### src/hw/tmc_pkg.sv
// tmc_pkg: constants, register map and carrier types of the timer mode counter
// assumes an AXI4-Lite slave with 32-bit data, one aligned word per register
package tmc_pkg;
  // ==========================================================================
  // register byte offsets
  localparam logic [5:0] tmc_off_run = 6'h00;
  localparam logic [5:0] tmc_off_irqc = 6'h04;
  localparam logic [5:0] tmc_off_pre = 6'h08;
  localparam logic [5:0] tmc_off_main = 6'h0c;
  localparam logic [5:0] tmc_off_route = 6'h10;
  localparam logic [5:0] tmc_off_pio = 6'h14;
  localparam logic [5:0] tmc_off_mode = 6'h18;
  localparam logic [5:0] tmc_off_ists = 6'h1c;
  localparam logic [5:0] tmc_off_imask = 6'h20;
  // ==========================================================================
  // field positions
  localparam int tmc_b_run = 0;
  localparam int tmc_b_halt = 2;
  localparam int tmc_b_status = 5;
  localparam int tmc_b_req = 3;
  localparam int tmc_b_gate = 7;
  localparam int tmc_b_ev_uf = 0;
  // ==========================================================================
  // codes
  localparam logic [2:0] tmc_mode_timer = 3'h0;
  localparam logic [2:0] tmc_src_div1 = 3'h0;
  localparam logic [2:0] tmc_src_div8 = 3'h1;
  localparam logic [2:0] tmc_src_div2 = 3'h3;
  localparam logic [2:0] tmc_lvl_off = 3'h0;
  localparam logic [7:0] tmc_div8_last = 8'h07;
  localparam logic [7:0] tmc_div2_last = 8'h01;
  localparam logic [7:0] tmc_cnt_rst = 8'hff;
  localparam logic [1:0] tmc_resp_okay = 2'h0;
  localparam logic [1:0] tmc_resp_slverr = 2'h2;
  // ==========================================================================
  // carriers
  typedef struct packed {
    logic [2:0] source;
    logic gate_cut;
    logic [2:0] opmode;
  } tmc_mode_t;
  typedef struct packed {
    logic req;
    logic [2:0] level;
  } tmc_irqc_t;
  typedef enum logic [1:0] {
    tmc_wr_idle = 2'b00,
    tmc_wr_resp = 2'b01
  } tmc_wr_state_t;
endpackage : tmc_pkg

### src/hw/tmc_timer.sv
// tmc_timer: 8-bit prescaler plus 8-bit main counter in timer mode, AXI4-Lite slave
// assumes a single 100 MHz clock and a synchronous active-low reset
// the count source is divided down from aclk; no pin feeds the counters
// Functional notes
// RQ1 - the counters run while the run bit (bit 0 of run control) is one and stop when zero.
// RQ2 - writing one to the forced-halt bit (bit 2) stops counting at once; the bit reads zero.
// RQ3 - the prescaler counts the selected source and takes any value 00h to ffh.
// RQ4 - the main counter steps once per prescaler underflow and takes any value 00h to ffh.
// RQ5 - a main counter underflow raises the interrupt request of the block.
// RQ6 - on underflow each counter reloads its last written value and keeps counting.
// RQ7 - mode field bits 2..0 of mode select equal to 000 select timer mode.
// RQ8 - source field bits 6..4 equal to 001 select the clock divided by eight.
// RQ9 - the gate bit (bit 7 of mode select) passes the source when it is zero.
// RQ10 - priority level 000 disables the interrupt, 001 selects level one. Here irq still rises at level 000 through ists and imask.
// RQ11 - request flag bit 3 of irq control reads zero when idle; writing zero clears it.
// RQ12 - pin route field 00 leaves the timer pin unused. Here timer_out still toggles on each main underflow at route 00.
// RQ13 - in timer mode software keeps the polarity bit and filter field of pin io at zero.
// RQ14 - software stops, disables irq, halts, loads, configures, enables irq, then starts.
//
// Our own choices: the AXI4-Lite slave port and the placing of the registers.
module tmc_timer
  import tmc_pkg::*;
(
  input wire logic aclk,
  input wire logic aresetn,
  input wire logic [5:0] s_axi_awaddr,
  input wire logic s_axi_awvalid,
  output logic s_axi_awready,
  input wire logic [31:0] s_axi_wdata,
  input wire logic [3:0] s_axi_wstrb,
  input wire logic s_axi_wvalid,
  output logic s_axi_wready,
  output logic [1:0] s_axi_bresp,
  output logic s_axi_bvalid,
  input wire logic s_axi_bready,
  input wire logic [5:0] s_axi_araddr,
  input wire logic s_axi_arvalid,
  output logic s_axi_arready,
  output logic [31:0] s_axi_rdata,
  output logic [1:0] s_axi_rresp,
  output logic s_axi_rvalid,
  input wire logic s_axi_rready,
  output logic irq,
  output logic [2:0] irq_level,
  output logic timer_out
);
  // ==========================================================================
  // state
  logic run_bit, next_run_bit;
  logic counting, next_counting;
  tmc_irqc_t irqc, next_irqc;
  tmc_mode_t mode, next_mode;
  logic [7:0] pre_reload, next_pre_reload;
  logic [7:0] main_reload, next_main_reload;
  logic [7:0] prescale_counter, next_prescale_counter;
  logic [7:0] main_counter, next_main_counter;
  logic [7:0] div_cnt, next_div_cnt;
  logic [1:0] route, next_route;
  logic [5:0] pio, next_pio;
  logic ists, next_ists;
  logic imask, next_imask;
  logic toggle, next_toggle;
  tmc_wr_state_t wst, next_wst;
  logic [5:0] aw_q, next_aw_q;
  logic aw_have, next_aw_have;
  logic [31:0] w_q, next_w_q;
  logic [3:0] ws_q, next_ws_q;
  logic w_have, next_w_have;
  logic [1:0] bresp, next_bresp;
  logic bvalid, next_bvalid;
  logic rvalid, next_rvalid;
  logic [31:0] rdata, next_rdata;
  logic [1:0] rresp, next_rresp;
  logic irq_q, next_irq_q;
  logic [2:0] lvl_q, next_lvl_q;
  logic aw_rdy, next_aw_rdy;
  logic w_rdy, next_w_rdy;
  logic ar_rdy, next_ar_rdy;

  function automatic logic known(input logic [5:0] a);
    known = (a == tmc_off_run) || (a == tmc_off_irqc) || (a == tmc_off_pre) ||
            (a == tmc_off_main) || (a == tmc_off_route) || (a == tmc_off_pio) ||
            (a == tmc_off_mode) || (a == tmc_off_ists) || (a == tmc_off_imask);
  endfunction : known

  // ==========================================================================
  // count source
  logic src_tick, pre_uf, main_uf, do_wr, halt_wr;
  logic [7:0] wb;
  logic [7:0] div_last;

  // divider end value per source code; other codes run at the full clock
  always_comb begin
    case (mode.source)
      tmc_src_div8: div_last = tmc_div8_last; // see RQ8
      tmc_src_div2: div_last = tmc_div2_last;
      default: div_last = 8'h00;
    endcase
  end

  // source passes only with the gate bit clear, timer mode and counting
  assign src_tick = counting && !mode.gate_cut && (mode.opmode == tmc_mode_timer) &&
                    (div_cnt == div_last); // see RQ7 see RQ9
  assign pre_uf = src_tick && (prescale_counter == 8'h00); // see RQ3
  assign main_uf = pre_uf && (main_counter == 8'h00); // see RQ4

  assign do_wr = (wst == tmc_wr_idle) && aw_have && w_have;
  assign wb = w_q[7:0];
  assign halt_wr = do_wr && (aw_q == tmc_off_run) && ws_q[0] && wb[tmc_b_halt];

  // ==========================================================================
  // write channel
  always_comb begin
    next_wst = wst;
    next_aw_q = aw_q;
    next_aw_have = aw_have;
    next_w_q = w_q;
    next_ws_q = ws_q;
    next_w_have = w_have;
    next_bresp = bresp;
    next_bvalid = bvalid;
    // address and data are held separately and may arrive in either order
    if (s_axi_awvalid && !aw_have) begin
      next_aw_q = s_axi_awaddr;
      next_aw_have = 1'b1;
    end
    if (s_axi_wvalid && !w_have) begin
      next_w_q = s_axi_wdata;
      next_ws_q = s_axi_wstrb;
      next_w_have = 1'b1;
    end
    case (wst)
      tmc_wr_idle: begin
        if (do_wr) begin
          next_aw_have = 1'b0;
          next_w_have = 1'b0;
          next_bvalid = 1'b1;
          next_bresp = known(aw_q) ? tmc_resp_okay : tmc_resp_slverr;
          next_wst = tmc_wr_resp;
        end
      end
      tmc_wr_resp: begin
        if (s_axi_bready) begin
          next_bvalid = 1'b0;
          next_wst = tmc_wr_idle;
        end
      end
      default: next_wst = tmc_wr_idle;
    endcase
  end

  // ==========================================================================
  // registers and counters
  always_comb begin
    next_run_bit = run_bit;
    next_irqc = irqc;
    next_mode = mode;
    next_pre_reload = pre_reload;
    next_main_reload = main_reload;
    next_route = route;
    next_pio = pio;
    next_imask = imask;
    next_ists = ists;
    next_div_cnt = div_cnt;
    next_prescale_counter = prescale_counter;
    next_main_counter = main_counter;
    next_toggle = toggle;
    if (do_wr && ws_q[0]) begin
      case (aw_q)
        tmc_off_run: next_run_bit = wb[tmc_b_run]; // see RQ1
        tmc_off_irqc: begin
          // a one written to the request flag is ignored; only a zero clears it
          next_irqc.level = wb[2:0]; // see RQ10
          if (!wb[tmc_b_req]) next_irqc.req = 1'b0; // see RQ11
        end
        tmc_off_pre: begin
          next_pre_reload = wb;
          next_prescale_counter = wb; // see RQ3
        end
        tmc_off_main: begin
          next_main_reload = wb;
          next_main_counter = wb; // see RQ4
        end
        tmc_off_route: next_route = wb[1:0]; // see RQ12
        tmc_off_pio: next_pio = wb[5:0]; // see RQ13
        tmc_off_mode: next_mode = '{source: wb[6:4], gate_cut: wb[tmc_b_gate],
                                    opmode: wb[2:0]};
        tmc_off_ists: if (wb[tmc_b_ev_uf]) next_ists = 1'b0;
        tmc_off_imask: next_imask = wb[tmc_b_ev_uf];
        default: ;
      endcase
    end
    // a forced halt reloads both counters so the next start begins a full period
    if (halt_wr) begin
      next_run_bit = 1'b0; // see RQ2
      next_prescale_counter = next_pre_reload;
      next_main_counter = next_main_reload;
      next_div_cnt = 8'h00;
    end else if (counting && !mode.gate_cut) begin
      // a source change can leave the divider above its new end; restart it then
      next_div_cnt = (div_cnt >= div_last) ? 8'h00 : div_cnt + 8'h01;
    end
    if (src_tick && !halt_wr) begin
      next_prescale_counter = pre_uf ? pre_reload : prescale_counter - 8'h01; // see RQ6
      if (pre_uf) begin
        next_main_counter = main_uf ? main_reload : main_counter - 8'h01; // see RQ6
      end
    end
    // applied after the register writes so that a set wins over a clear
    if (main_uf && !halt_wr) begin
      next_irqc.req = 1'b1; // see RQ5
      next_ists = 1'b1;
      next_toggle = ~toggle;
    end
  end

  // halt takes effect in the same cycle and drops the status flag at once
  assign next_counting = next_run_bit; // see RQ1 see RQ2

  // ==========================================================================
  // read channel
  always_comb begin
    next_rvalid = rvalid;
    next_rdata = rdata;
    next_rresp = rresp;
    if (rvalid && s_axi_rready) next_rvalid = 1'b0;
    // unmapped reads answer zero with an error response
    if (s_axi_arvalid && !rvalid) begin
      next_rvalid = 1'b1;
      next_rresp = known(s_axi_araddr) ? tmc_resp_okay : tmc_resp_slverr;
      next_rdata = 32'h0000_0000;
      case (s_axi_araddr)
        tmc_off_run: begin
          next_rdata[tmc_b_run] = run_bit;
          next_rdata[tmc_b_status] = counting; // halt bit reads zero, see RQ2
        end
        tmc_off_irqc: next_rdata[3:0] = {irqc.req, irqc.level}; // see RQ11
        tmc_off_pre: next_rdata[7:0] = prescale_counter;
        tmc_off_main: next_rdata[7:0] = main_counter;
        tmc_off_route: next_rdata[1:0] = route;
        tmc_off_pio: next_rdata[5:0] = pio;
        tmc_off_mode: next_rdata[7:0] = {mode.gate_cut, mode.source, 1'b0, mode.opmode};
        tmc_off_ists: next_rdata[tmc_b_ev_uf] = ists;
        tmc_off_imask: next_rdata[tmc_b_ev_uf] = imask;
        default: ;
      endcase
    end
    // the request flag reaches irq only at a non-zero level; ists with imask raises irq at any level
    next_irq_q = (next_ists && next_imask) ||
                 (next_irqc.req && (next_irqc.level != tmc_lvl_off)); // see RQ10
    next_lvl_q = next_irqc.level;
  end

  // ==========================================================================
  // ready flops: accept a new beat only while nothing of that kind is held
  always_comb begin
    next_aw_rdy = !next_aw_have;
    next_w_rdy = !next_w_have;
    next_ar_rdy = !next_rvalid;
  end

  // ==========================================================================
  // flops
  // every output of the block is one of these registers
  always_ff @(posedge aclk) begin
    if (!aresetn) begin
      run_bit <= 1'b0;
      counting <= 1'b0;
      irqc <= '0;
      mode <= '0;
      pre_reload <= tmc_cnt_rst;
      main_reload <= tmc_cnt_rst;
      prescale_counter <= tmc_cnt_rst;
      main_counter <= tmc_cnt_rst;
      div_cnt <= 8'h00;
      route <= 2'h0;
      pio <= 6'h00;
      ists <= 1'b0;
      imask <= 1'b0;
      toggle <= 1'b0;
      wst <= tmc_wr_idle;
      aw_q <= 6'h00;
      aw_have <= 1'b0;
      w_q <= 32'h0000_0000;
      ws_q <= 4'h0;
      w_have <= 1'b0;
      bresp <= tmc_resp_okay;
      bvalid <= 1'b0;
      rvalid <= 1'b0;
      rdata <= 32'h0000_0000;
      rresp <= tmc_resp_okay;
      irq_q <= 1'b0;
      lvl_q <= 3'h0;
      aw_rdy <= 1'b1;
      w_rdy <= 1'b1;
      ar_rdy <= 1'b1;
    end else begin
      run_bit <= next_run_bit;
      counting <= next_counting;
      irqc <= next_irqc;
      mode <= next_mode;
      pre_reload <= next_pre_reload;
      main_reload <= next_main_reload;
      prescale_counter <= next_prescale_counter;
      main_counter <= next_main_counter;
      div_cnt <= next_div_cnt;
      route <= next_route;
      pio <= next_pio;
      ists <= next_ists;
      imask <= next_imask;
      toggle <= next_toggle;
      wst <= next_wst;
      aw_q <= next_aw_q;
      aw_have <= next_aw_have;
      w_q <= next_w_q;
      ws_q <= next_ws_q;
      w_have <= next_w_have;
      bresp <= next_bresp;
      bvalid <= next_bvalid;
      rvalid <= next_rvalid;
      rdata <= next_rdata;
      rresp <= next_rresp;
      irq_q <= next_irq_q;
      lvl_q <= next_lvl_q;
      aw_rdy <= next_aw_rdy;
      w_rdy <= next_w_rdy;
      ar_rdy <= next_ar_rdy;
    end
  end

  assign s_axi_awready = aw_rdy;
  assign s_axi_wready = w_rdy;
  assign s_axi_bvalid = bvalid;
  assign s_axi_bresp = bresp;
  assign s_axi_arready = ar_rdy;
  assign s_axi_rvalid = rvalid;
  assign s_axi_rdata = rdata;
  assign s_axi_rresp = rresp;
  assign irq = irq_q;
  assign irq_level = lvl_q;
  // toggles on every main underflow; the pin route does not gate it in timer mode
  assign timer_out = toggle; // see RQ12
endmodule : tmc_timer

### config.mk
export PLATFORM = sky130hd
export DESIGN_NAME = tmc_timer
export DESIGN_NICKNAME = d
export VERILOG_FILES = /design/src/hw/tmc_pkg.sv /design/src/hw/tmc_timer.sv
export SDC_FILE = /design/constraint.sdc
export NUM_CORES = 1
export LEC_CHECK = 0
export BUFFER_PORTS_ARGS = -buffer_cell sky130_fd_sc_hd__buf_2
export CAP_MARGIN = 40
export CORE_MARGIN = 5
export CORE_UTILIZATION = 35
export DETAILED_ROUTE_END_ITERATION = 10
export GPL_TIMING_DRIVEN = 1
export SYNTH_ARGS = -nofsm -noshare
export SYNTH_HDL_FRONTEND = slang
export SYNTH_SLANG_ARGS = --single-unit
### constraint.sdc
create_clock -name aclk -period 4.3 [get_ports aclk]
set_clock_uncertainty 0.1 [all_clocks]
set_input_delay 0.43 -clock aclk [delete_from_list [all_inputs] [get_ports aclk]]
set_output_delay 0.43 -clock aclk [all_outputs]
set_load 0.05 [all_outputs]
Word level (Yosys, flattened, before mapping)
Index checks and enable logic that the tools add are counted.
{ "totals": {"ff_bits": 100, "input_bits": 55, "out_inout_bits": 46} }
{ "classes": {"add_sub_neg": 3, "order_cmp": 1, "n_eq_ne": 22, "muxes": 49, "bitwise_logic": 2, "n_reduce_logical": 63} }
{ "ops": {"columns": ["cell", "count"], "rows": [
  ["8-bit two-way mux", 16],
  ["6-bit by 5-bit equality test with 1-bit output, second input constant", 8],
  ["6-bit by 4-bit equality test with 1-bit output, second input constant", 4],
  ["1-bit logical AND", 19],
  ["1-bit two-way mux", 18],
  ["1-bit logical OR", 17],
  ["8-bit logical NOT", 2],
  ["8-bit by 1-bit subtractor with 8-bit output, second input constant", 2],
  ["2-bit AND reduction", 7],
  ["6-bit by 3-bit equality test with 1-bit output, second input constant", 2],
  ["6-bit equality test, second input constant", 2],
  ["6-bit logical NOT", 2],
  ["2-bit case mux with 5 select lines", 1],
  ["1-bit case mux with 9 select lines", 1],
  ["3-bit nonzero test", 3],
  ["8-bit by 1-bit adder with 8-bit output, second input constant", 1],
  ["8-bit equality test", 1],
  ["8-bit >= comparator", 1],
  ["1-bit logical NOT", 8],
  ["2-bit two-way mux", 4],
  ["4-bit two-way mux", 2],
  ["1-bit case mux with 6 select lines", 1],
  ["2-bit case mux with 3 select lines", 1],
  ["3-bit case mux with 2 select lines", 1],
  ["14 further kinds", 16]
]} }

Logic depth before layout (Yosys ltp)
Gate-level depths: netlist (run 1).
{ "depth": {"word_depth": 11, "depth_mapped": 8, "mapped_depth_nobuf": 8} }

Worst setup path before layout (run 1)
No wires, ideal clock.
{ "synth_timing": {"kind": "reg2reg", "start": "register wst[0]", "end": "register main_counter[6]", "arrival_time_ns": 2.106, "required_time_ns": 4.069, "path_slack_ns": 1.963, "path_stages_with_launch": 7, "cell_sequence": "dfxtp_1 nand3b_1 or4_4 buf_6 mux2_4 mux2i_1 o21ai_0"} }
{ "synth_between": {"elab_chain_len": 9, "elab_cells_between_ends": 14} }
{ "synth_lines": {"columns": ["element", "line_no", "text"], "rows": [
  ["start, declared", "tmc_timer.sv:63", "tmc_wr_state_t wst, next_wst;"],
  ["start signal, assigned", "tmc_timer.sv:281", "wst <= tmc_wr_idle;"],
  ["start signal, assigned", "tmc_timer.sv:312", "wst <= next_wst;"],
  ["2-bit logical NOT (*)", "tmc_timer.sv:107", "assign do_wr = (wst == tmc_wr_idle) && aw_have && w_have;"],
  ["1-bit logical AND (*) (2 in series)", "tmc_timer.sv:107", null],
  ["1-bit logical AND (3 in series)", "tmc_timer.sv:109", "assign halt_wr = do_wr && (aw_q == tmc_off_run) && ws_q[0] && wb[tmc_b_halt];"],
  ["8-bit two-way mux / 1-bit logical NOT (equally long branches)", "tmc_timer.sv:194, tmc_timer.sv:203", null],
  ["8-bit two-way mux / 1-bit logical AND (equally long branches)", "tmc_timer.sv:205, tmc_timer.sv:203", null],
  ["8-bit two-way mux (*)", "tmc_timer.sv:203", "if (src_tick && !halt_wr) begin"],
  ["end signal, assigned", "tmc_timer.sv:274", "main_counter <= tmc_cnt_rst;"],
  ["end signal, assigned", "tmc_timer.sv:305", "main_counter <= next_main_counter;"],
  ["end, declared", "tmc_timer.sv:56", "logic [7:0] main_counter, next_main_counter;"]
]} }
Mark *: on every way between the ends. The rest lies on a longest branch, timed or not.
A chain may end at the register's enable or synchronous reset.

Worst setup path after layout (run 1)
{ "layout_timing": {"start": "register prescale_counter[0]", "end": "register main_counter[2]"} }
{ "layout_between": {"elab_chain_len": 6} }
{ "layout_lines": {"columns": ["element", "line_no", "text"], "rows": [
  ["start, declared", "tmc_timer.sv:55", "logic [7:0] prescale_counter, next_prescale_counter;"],
  ["start signal, assigned", "tmc_timer.sv:273", "prescale_counter <= tmc_cnt_rst;"],
  ["start signal, assigned", "tmc_timer.sv:304", "prescale_counter <= next_prescale_counter;"],
  ["8-bit logical NOT (*)", "tmc_timer.sv:104", "assign pre_uf = src_tick && (prescale_counter == 8'h00);"],
  ["1-bit logical AND (*)", "tmc_timer.sv:104", null],
  ["1-bit logical AND", "tmc_timer.sv:105", "assign main_uf = pre_uf && (main_counter == 8'h00);"],
  ["8-bit two-way mux", "tmc_timer.sv:206", "next_main_counter = main_uf ? main_reload : main_counter - 8'h01;"],
  ["8-bit two-way mux (*)", "tmc_timer.sv:205", "if (pre_uf) begin"],
  ["8-bit two-way mux (*)", "tmc_timer.sv:203", null]
]} }
Marked as above.

==> run summary, run 1 <==
The run finished with clean final reports. The slowest stage of the critical path is the sky130_fd_sc_hd__or3b_2 cell. The clock latency of the later-clocked register in the worst-skew pair is 350 ps. In this run the remaining antenna-violating nets after routing total 0. The maximum vdd ir drop came out at 309 uV. The tool flagged a number of max-cap violations equal to 0. The final weighted congestion in routability-driven placement came out at 0.868. The leakage power is 0.00247 uW. The final layout net count came out at 694. The number of enable flip-flop cells after synthesis came out at 0. The global-route wire length before repair is 21.9 mm. The count of cell types in the netlist came out at 70. The cell area after layout came out at 0.00576 mm^2. The post-CTS setup repair buffer count is 0. The final routed DRC violation total is 0. The slew of the pin with the lowest slew margin came out at 891 ps.

Data on the critical path arrives at its endpoint at 2880 ps. The number of cell rows is 44. The die boundary width is 132 um. The number of antenna violations at the first check in global routing is 0. The sum of negative setup slack came out at 0 ps. Leaving out fill and tap cells, the most frequent cells in the layout are sky130_fd_sc_hd__dfxtp_1 (96), sky130_fd_sc_hd__nand2_1 (76), sky130_fd_sc_hd__buf_2 (48), sky130_fd_sc_hd__mux2i_1 (41). The most common library cell in the layout ignoring fill and taps is sky130_fd_sc_hd__dfxtp_1. The sequential cell area is 0.00192 mm^2.

The clock sink count is 96. The root buffer cell chosen for the clock tree is sky130_fd_sc_hd__clkbuf_16. The number of design-rule violations left by the first detailed-router iteration is 249.

The first TritonRoute pass finished after 5 iterations. The synthesized instance count came out at 612. The worst setup path category is reg2reg. In the synthesized netlist the dominant register cell turns out to be sky130_fd_sc_hd__dfxtp_1. The TritonCTS buffer count is 9.

Entering global routing, the biggest net connects 34 pins. The signed area change from the synthesized netlist to the final layout came out at 10.4%. The via-per-instance ratio came out at 5.31. The maximum level of the CTS H-tree is 3. Counting flops with an async set or reset pin after synthesis yields a share of 0.

Setup slack on the critical path of the routed design comes to 1590 ps. The area used by multi-input combinational logic came out at 0.00294 mm^2. In this run, post-CTS repair resized a total of 0 instances.

Subtracting the final worst setup slack from the clock period gives 2710 ps. The clock-pin slew on the worst setup and hold paths is 70 ps. The number of global-route vias before repair came out at 4197. A synthesized cell averages 8.52 um^2. STA classifies the critical path endpoint as a flip-flop. The count of pins on the block boundary is 101. The final count of negative-setup-slack endpoints came out at 0. The number of input and output port buffers inserted is 47.

The Yosys step of the flow raised 0 warnings. The post-synthesis sequential element count came out at 96. The max-slew violation count came to 0. The worst relative slew slack is 0.401.

The fraction of the yosys area taken by sequential cells came out at 0.369. 0 antenna diodes ended up in the layout. The number of buffers on the longest clock path is 2.

The total wire length after detailed routing came out at 13.2 mm. The number of hold buffers added after CTS was 0. The highest cell delay on the worst timing path came out at 540 ps. The overall routing resource usage came out at 0.153. The wire length per cell came out at 16.1 um. The tightest hold path in the finished design has a slack of 222 ps. The critical path required time came out at 4470 ps. The residual overflow from global routing is 0.

The achievable clock frequency came out at 370 MHz. Setup repair after global routing left no endpoint under its margin. Summed over all nets, the half-perimeter wirelength after detailed placement is 9.76 mm. The count of filler cells inserted in the layout is 1481. The post-route core utilization is 0.395. The worst min-delay path class is in2reg. The share of final-layout standard cells stronger than drive strength 1 is 0.138. The die covers 0.0174 mm^2. The core area came out at 0.0146 mm^2.

The share of the clock period used by the worst path after layout is 0.629. Along the worst path, the maximum fanout reaches 7. The hold violation total from the final report came out at 0.

The effective utilization at floorplan came out at 0.357. In this run the vertical extent of the chip is 132 um. The power density over cell area came out at 345 mW/mm^2.

Traced cell by cell, the critical path runs through inv_1, ha_1, or3b_2, nor2b_1, nand2_1, mux2_2, o21ai_0. The post-synthesis instance area came out at 0.00522 mm^2. The worst setup timing slack at the placement stage is 1650 ps. Across all layers, the routed design uses 4359 vias. TritonCTS built the clock tree. The total placed instance area is 0.00545 mm^2. The type of origin of the critical path is a flip-flop.
## metal layers
metal,GRT usage,vias to the layer above,wire [um]
li1,-,2163,-
met1,0.199,2058,5850
met2,0.246,116,6270
met3,0.0397,22,760
met4,0.0526,0,325
met5,0,-,0
## path summary, 6_finish.rpt
| check | startpoint | end | slack, ps | cells past startpoint |
|---|---|---|---|---|
| max | prescale_counter[0]$_SDFFE_PN1P_ | main_counter[2]$_SDFF_PN1_ | 1590 | 7 |
| min | s_axi_rready | s_axi_arready$_SDFF_PN1_ | 220 | 3 |
| min reg2reg | s_axi_rdata[0]$_SDFFE_PN0P_ | s_axi_rdata[0]$_SDFFE_PN0P_ | 360 | 2 |
| max reg2reg | prescale_counter[0]$_SDFFE_PN1P_ | main_counter[2]$_SDFF_PN1_ | 1590 | 7 |
## critical path, delay by kind of cell, from the launching register on
family                     cells  cell delay (ps)
DFF                            1              370
buffers and inverters          1               90
adders and majority gates      1              300
muxes                          1              340
and+or+nand+nor                3             1260
AOI/OAI and AO/OA              1              160
## report_power, final
group	internal, uW	total [uW]	leakage, uW	switching, uW
Sequential	908	935	0.000780	27.1
Combinational	53.7	198	0.00154	144
Clock	508	855	0.000149	347
Total	1470	1990	0.00247	518
## cell families after synthesis
group           share of synthesized area
xor+xnor                           0.0168
mux                                0.0967
simple gates                        0.249
fa+ha+maj                          0.0144
flops                               0.369
buf+inv                            0.0866
compound gates                      0.168
other cells                      0.000719
## flip-flops by register name, indices dropped and copies added (netlist names), 2 cells and up
register / flops
div_cnt: 8
main_counter: 8
main_reload: 8
pre_reload: 8
prescale_counter: 8
s_axi_rdata: 8
w_q: 8
mode: 7
aw_q: 6
pio: 6
irq_level: 3
route: 2
## final cells by class
class                      count  area share
timing repair buffer          53      0.0517
clock inverter                 5      0.0141
tap                          184      0.0400
sequential                    96       0.334
clock buffer                  10      0.0398
multi-input combinational    457       0.510
inverter                      16      0.0104
## per-stage QoR
step | power [uW] | cells
floorplan | 1120 | 637
global placement | 1150 | 804
detailed placement | 1150 | 806
CTS | 2010 | 821
global route | 2060 | 821
finish | 1990 | 821
## Yosys cell counts, drive strengths merged (8+ instances only)
cell type / count / area [um^2]
a21boi: 18 / 135
a21oi: 10 / 50.1
a31oi: 9 / 56.3
buf: 39 / 283
clkbuf: 29 / 109
dfxtp: 96 / 1920
inv: 16 / 60.1
mux2i: 41 / 410
nand2: 76 / 285
nand3: 25 / 125
nor2: 31 / 116
nor2b: 32 / 200
nor3: 15 / 75.1
o211ai: 8 / 60.1
o21ai: 33 / 165
No activity file was read; power rests on OpenSTA's default activity.
==> run 2, diff against run 1 <==
- clock period: 4.3 -> 2.3 ns (I/O delays scaled with it)
==> run 2 against run 1 <==
Via count rose by 6.5%; count of clock-buffer cells in the layout unchanged; worst hold slack worse by 190 ps; global-route usage grew 1.0 points; non-clock buffer count is 41 higher; core utilization grew 2.8 points; fmax is 22% higher; clock power rose by 88%; routed wire length increased by 8.8%; critical path type unchanged; critical endpoint unchanged; largest cell class unchanged; highest routed layer unchanged.
==> run summary, run 2 (synthesis results as in run 1) <==
Result of the run: completed (unchanged). The core area came to 0.0146 mm^2 (unchanged). The number of design-rule violations left by the first detailed-router iteration was 267 (was 249).

The clock tree from TritonCTS is yes (unchanged). The max capacitance violation total came out at 0 (unchanged). Top library cells by usage in the layout, fill and taps aside: sky130_fd_sc_hd__dfxtp_1 (94), sky130_fd_sc_hd__nand2_1 (74), sky130_fd_sc_hd__buf_2 (47), sky130_fd_sc_hd__buf_4 (44), sky130_fd_sc_hd__mux2i_1 (41) (was sky130_fd_sc_hd__dfxtp_1 (96), sky130_fd_sc_hd__nand2_1 (76), sky130_fd_sc_hd__buf_2 (48), sky130_fd_sc_hd__mux2i_1 (41)). The via-per-instance ratio was 5.38 (was 5.31). The residual overflow from global routing is 0 (unchanged). The die footprint came to 0.0174 mm^2 (unchanged). The vertical die dimension came to 132 um (unchanged). The count of filler cells inserted in the layout is 1445 (was 1481). The startpoint of the tightest hold check path is s_axi_rready (unchanged).

The number of cell rows came out at 44 (unchanged). The cell area after layout came out at 0.00616 mm^2 (was 0.00576 mm^2). The detailed placer's ending HPWL came out at 10.6 mm (was 9.76 mm). The final layout net count came to 735 (was 694). The final weighted congestion in routability-driven placement is 0.894 (was 0.868). The critical path required time is 2470 ps (was 4470 ps). The maximum level of the CTS H-tree came out at 3 (unchanged).

The startpoint of the lowest-slack register-to-register path is mode[4]$_SDFFE_PN0P_ (was prescale_counter[0]$_SDFFE_PN1P_). The depth of the worst register-to-register path came out at 8 (was 7). The achievable clock frequency came out at 450 MHz (was 370 MHz). The number of buffers on the longest clock path was 2 (unchanged). The worst setup path category is reg2reg (unchanged). The number of antenna violations at the first check in global routing came out at 0 (unchanged). The total placed instance area was 0.00575 mm^2 (was 0.00545 mm^2). The share of the clock period used by the worst path after layout is 0.966 (was 0.629). The kind of end point of the critical path is a flip-flop (unchanged). The effective utilization at floorplan is 0.357 (unchanged). The number of global-route vias before repair was 4641 (was 4197).

The number of cells on the worst hold path is 3 (unchanged). The area used by multi-input combinational logic is 0.00302 mm^2 (was 0.00294 mm^2). The leakage power is 0.00271 uW (was 0.00247 uW). The die boundary width came out at 132 um (unchanged). The clock-pin slew on the worst setup and hold paths came out at 70 ps (about the same). The global-route wire length before repair came out at 23.5 mm (was 21.9 mm). The master of the slowest instance on the critical path was sky130_fd_sc_hd__mux2_2 (was sky130_fd_sc_hd__or3b_2).

The highest cell delay on the worst timing path is 360 ps (was 540 ps). The number of input and output port buffers inserted is 47 (unchanged). CP cell instances: nor2b_4, nand2b_1, ha_1, and4b_2, and4_2, nand2_2, mux2_2, o21ai_0 (was inv_1, ha_1, or3b_2, nor2b_1, nand2_1, mux2_2, o21ai_0). The slew of the pin with the lowest slew margin came out at 666 ps (was 891 ps).

The clock latency of the later-clocked register in the worst-skew pair came out at 350 ps (about the same). The clock sink count came out at 96 (unchanged). The buffering stage count on the worst path with inverters included came out at 0 (was 1). The most common library cell in the layout ignoring fill and taps is sky130_fd_sc_hd__dfxtp_1 (unchanged). The count of pins on the block boundary came to 101 (unchanged). The pin count of the biggest net entering global routing came to 33 (was 34). The worst min-delay path class was in2reg (unchanged). The overall routing resource usage is 0.163 (was 0.153). The worst relative slew slack came to 0.555 (was 0.401). The wire length per cell is 16.7 um (was 16.1 um). The number of cells on the critical path is 8 (was 7).

The vias after detailed routing came out at 4641 (was 4359). The root buffer cell is sky130_fd_sc_hd__clkbuf_16 (unchanged). The hold violation total from the final report is 0 (unchanged). The sum of negative setup slack was 0 ps (unchanged). The max-slew violation count is 0 (unchanged).

The share of final-layout standard cells stronger than drive strength 1 came out at 0.214 (was 0.138). The power density over cell area came out at 610 mW/mm^2 (was 345 mW/mm^2). Unrepaired setup endpoints after global routing: true (was false).

The signed area change from the synthesized netlist to the final layout is 18.1% (was 10.4%). The TritonCTS buffer count came out at 9 (unchanged). The maximum vdd ir drop came out at 331 uV (was 309 uV). The largest driver fanout on the critical path is 5 (was 7). The total wire length after detailed routing came to 14.4 mm (was 13.2 mm). The sequential cell area is 0.00192 mm^2 (about the same). The type of origin of the critical path is a flip-flop (unchanged). The final count of negative-setup-slack endpoints came out at 0 (unchanged). The launching element of the worst setup path is mode[4]$_SDFFE_PN0P_ (was prescale_counter[0]$_SDFFE_PN1P_).

The quantity of hold-fixing buffers added after cts came out at 0 (unchanged). The post-detailed-route count of antenna-violating nets is 0 (unchanged). The time the final worst path needs with I/O delays and setup came to 2220 ps (was 2710 ps).

The final routed DRC violation total came out at 0 (unchanged). The total inserted antenna cells was 0 (unchanged). The flop-to-flop setup slack came to 80 ps (was 1590 ps).

The cell family with the largest share of critical-path delay is simple AND/OR/NAND/NOR gates (unchanged). The number of detailed-route iterations in the first pass came to 7 (was 5). The data arrival time of the worst path is 2390 ps (was 2880 ps).
-- run 2: cell count changes in the layout (fill, tap and decap cells not counted), sizes merged --
| cell | delta |
|---|---|
| buf | +41 |
-- run 2: metal layers --
layer | global-route usage | vias to the layer above | wire, um
met3 | 0.0324 | 31 | 838
met4 | 0.0646 | 0 | 393
li1 | - | 2251 | -
met5 | 0 | - | 0
met2 | 0.262 | 154 | 6610
met1 | 0.214 | 2205 | 6520
-- run 2: area by class of cell --
type,instances,share of cell area
Tap cell,184,0.0374
Multi-Input combinational cell,457,0.490
Inverter,16,0.00975
Sequential cell,96,0.312
Timing Repair Buffer,94,0.100
Clock inverter,5,0.0132
Clock buffer,10,0.0372
-- run 2: stage by stage --
step                      cells  power [uW]  utilization  hold WS (ps)  setup WS [ps]
after global placement      846        2170        0.394           350           15.6
after global routing        862        3870        0.422          47.2          -18.0
final                       862        3760        0.422          28.5           79.2
after CTS                   861        3770        0.417          27.3           34.2
after detailed placement    846        2180        0.394           357          -20.4
after floorplan             637        2090            -           275           85.0
-- run 2: worst paths after layout --
kind	end
max	main_counter[2]$_SDFF_PN1_
min	s_axi_arready$_SDFF_PN1_
max reg2reg	main_counter[2]$_SDFF_PN1_
min reg2reg	s_axi_rdata[0]$_SDFFE_PN0P_
-- run 2: worst register-to-register path: cells and delay by family (launching register included) --
kind | cells | cell delay, ps
flops | 1 | 330
fa+ha+maj | 1 | 280
simple gates | 5 | 930
mux | 1 | 360
compound gates | 1 | 140
-- run 2: what timing repair did --
action | CTS | global route
buffers inserted | 0 | 1
endpoints found under the setup margin | 5 | 20
resized for setup | 4 | 18
cloned | 0 | 0
pin swaps | 0 | 4
-- run 2: where the power goes --
group / internal [uW] / total [uW] / switching [uW]
clock: 950 / 1610 / 662
sequential: 1700 / 1740 / 39.6
combinational: 115 / 409 / 294
==> run 3, diff against run 2 <==
- CTS_BUF_LIST: not set -> sky130_fd_sc_hd__clkbuf_8
==> run 3 against run 2 <==
Die area is the same; via count rose by 0.13%; register-to-register slack is essentially flat; sequential power about the same; combinational power up 1%; critical path depth down 1; worst hold slack lost 14 ps; largest cell class unchanged.
==> run summary, run 3 (synthesis results as in run 1) <==
Result of the run: completed (unchanged). The type of origin of the critical path is a flip-flop (unchanged). The achievable clock frequency is 451 MHz (was 450 MHz). The depth of the worst register-to-register path was 7 (was 8).

The maximum vdd ir drop came out at 401 uV (was 331 uV). The number of antenna violations at the first check in global routing is 0 (unchanged). The time the final worst path needs with I/O delays and setup came to 2220 ps (about the same). The tightest hold margin is 14.4 ps (was 28.5 ps). The total wire length after detailed routing came to 14.3 mm (was 14.4 mm).

The startpoint of the lowest-slack register-to-register path was aw_q[0]$_SDFFE_PN0P_ (was mode[4]$_SDFFE_PN0P_). Top library cells by usage in the layout, fill and taps aside: sky130_fd_sc_hd__dfxtp_1 (94), sky130_fd_sc_hd__nand2_1 (74), sky130_fd_sc_hd__buf_2 (47), sky130_fd_sc_hd__buf_4 (44), sky130_fd_sc_hd__mux2i_1 (41) (unchanged). The number of global-route vias before repair is 4661 (was 4641). The terminating pin of the worst hold path is wst[0]$_SDFFE_PN0P_ (was s_axi_arready$_SDFF_PN1_).

The clock latency of the later-clocked register in the worst-skew pair came out at 370 ps (was 350 ps). The terminus of the critical flop-to-flop path was prescale_counter[1]$_SDFFE_PN1P_ (was main_counter[2]$_SDFF_PN1_). The number of cells on the worst hold path came out at 3 (unchanged).

The worst setup path category is reg2reg (unchanged). The final cell count without fillers is 866 (was 862). The number of cell rows came to 44 (unchanged). The buffering stage count on the worst path with inverters included is 2 (was 0).

The global-route wire length before repair is 23.5 mm (about the same). The final routed DRC violation total came out at 0 (unchanged). The clock-pin slew on the worst setup and hold paths came out at 90 ps (was 70 ps). The cell family with the largest share of critical-path delay is simple AND/OR/NAND/NOR gates (unchanged). The detailed placer's ending HPWL came out at 10.6 mm (unchanged).

The post-detailed-route count of antenna-violating nets came out at 0 (unchanged). The setup slack after layout came out at 83.6 ps (was 79.2 ps). The die boundary width came to 132 um (unchanged). The final count of negative-setup-slack endpoints is 0 (unchanged). The share of the clock period used by the worst path after layout is 0.964 (was 0.966). CP cell instances: or3b_1, buf_4, nor4_4, buf_4, nor2_1, a32oi_1, o211ai_1 (was nor2b_4, nand2b_1, ha_1, and4b_2, and4_2, nand2_2, mux2_2, o21ai_0). The area used by multi-input combinational logic is 0.00302 mm^2 (about the same). The count of filler cells inserted in the layout is 1447 (was 1445). The worst relative slew slack came out at 0.553 (was 0.555). The count of pins on the block boundary is 101 (unchanged). The overall routing resource usage came out at 0.162 (was 0.163).

The total power came out at 3360 uW (was 3760 uW). The residual overflow from global routing is 0 (unchanged). The startpoint of the tightest hold check path was s_axi_bready (was s_axi_rready). The vertical die dimension came out at 132 um (unchanged). The max capacitance violation total came out at 0 (unchanged). The share of final-layout standard cells stronger than drive strength 1 is 0.211 (was 0.214). The slew of the pin with the lowest slew margin came out at 669 ps (was 666 ps). The largest driver fanout on the critical path came out at 13 (was 5). The wire length per cell came to 16.5 um (was 16.7 um). The die footprint is 0.0174 mm^2 (unchanged). The number of design-rule violations left by the first detailed-router iteration was 304 (was 267). The core area is 0.0146 mm^2 (unchanged). The flop-to-flop setup slack is 80 ps (about the same). The sequential cell area is 0.00192 mm^2 (unchanged).

The final layout net count came out at 739 (was 735). The leakage power came to 0.00270 uW (was 0.00271 uW). The kind of end point of the critical path is a flip-flop (unchanged). The vias after detailed routing is 4647 (was 4641). The max-slew violation count came out at 0 (unchanged). The master of the slowest instance on the critical path was sky130_fd_sc_hd__or3b_1 (was sky130_fd_sc_hd__mux2_2). The final weighted congestion in routability-driven placement came to 0.894 (unchanged). The cell count after placement is 846 (unchanged). The most common library cell in the layout ignoring fill and taps is sky130_fd_sc_hd__dfxtp_1 (unchanged).

The TritonCTS buffer count came out at 9 (unchanged). The cell repeated most along the worst path is sky130_fd_sc_hd__buf_4. The effective utilization at floorplan came to 0.357 (unchanged). The root buffer cell is sky130_fd_sc_hd__clkbuf_8 (was sky130_fd_sc_hd__clkbuf_16). The clock tree from TritonCTS is yes (unchanged). The worst min-delay path class is in2reg (unchanged).

The signed area change from the synthesized netlist to the final layout came out at 17.0% (was 18.1%). The number of buffers on the longest clock path came out at 2 (unchanged). The highest cell delay on the worst timing path came out at 420 ps (was 360 ps).

The clock sink count is 96 (unchanged). The power density over cell area is 551 mW/mm^2 (was 610 mW/mm^2). The pin count of the biggest net entering global routing was 33 (unchanged). The via-per-instance ratio came out at 5.37 (was 5.38). The worst setup timing slack at the placement stage was -20.4 ps (unchanged). The critical path required time came out at 2430 ps (was 2470 ps).

The data arrival time of the worst path is 2340 ps (was 2390 ps). The number of detailed-route iterations in the first pass is 5 (was 7). The hold violation total from the final report came out at 0 (unchanged). The maximum level of the CTS H-tree came out at 3 (unchanged). The number of input and output port buffers inserted is 47 (unchanged).

The total inserted antenna cells is 0 (unchanged).
-- run 3: worst max-delay path by stage --
stage                                       endpoint  cells after the start  slack (ps)                 start
floorplan                 main_counter[6]$_SDFF_PN1_                      6          90   wst[0]$_SDFFE_PN0P_
global placement              timer_out$_SDFFE_PN0P_                      9          20  mode[4]$_SDFFE_PN0P_
detailed placement  prescale_counter[3]$_SDFFE_PN1P_                      8         -20  mode[4]$_SDFFE_PN0P_
CTS                           timer_out$_SDFFE_PN0P_                      9          30  mode[4]$_SDFFE_PN0P_
global route        prescale_counter[3]$_SDFFE_PN1P_                      8         -20  mode[4]$_SDFFE_PN0P_
finish              prescale_counter[1]$_SDFFE_PN1P_                      7          80  aw_q[0]$_SDFFE_PN0P_
-- run 3: where the power goes --
part / internal (uW) / switching [uW] / leakage, uW
clock: 605 / 607 / 0.000107
combinational: 120 / 294 / 0.00181
sequential: 1700 / 39.9 / 0.000781
-- run 3: worst min-delay path: cells and delay by family --
kind	cells	cell delay [ps]
AOI/OAI and AO/OA	1	70
buffers and inverters	1	70
and+or+nand+nor	1	80
-- run 3: stage by stage --
step | TNS [ps] | utilization | area, um^2
3_5_place_dp | -20.4 | 0.394 | 5750
3_3_place_gp | 0 | 0.394 | 5750
4_1_cts | 0 | 0.412 | 6020
6_report | 0 | 0.418 | 6100
2_1_floorplan | 0 | - | 5310
5_1_grt | -56.0 | 0.418 | 6100
-- run 3: repair_timing --
item / in CTS / in global routing
endpoints found under the hold margin: 4 / 0
hold buffers: 4 / 0
endpoints found under the setup margin: 7 / 20
resized for setup: 4 / 19
setup buffers: 0 / 1
pin swaps: 0 / 6
-- run 3: per-layer routing --
metal | GRT usage | vias to the layer above | part of all wire
met5 | 0 | - | 0
met4 | 0.0583 | 0 | 0.026
met3 | 0.0298 | 28 | 0.061
met2 | 0.264 | 164 | 0.46
met1 | 0.213 | 2197 | 0.45
li1 | - | 2258 | -
-- run 3: area by class of cell --
type | instances | share of cell area
well taps | 184 | 0.0377
multi-input cells | 457 | 0.495
repair buffers | 98 | 0.108
clock buffers | 9 | 0.0203
clock inverters | 6 | 0.0139
inverters | 16 | 0.00984
flip-flops and latches | 96 | 0.315
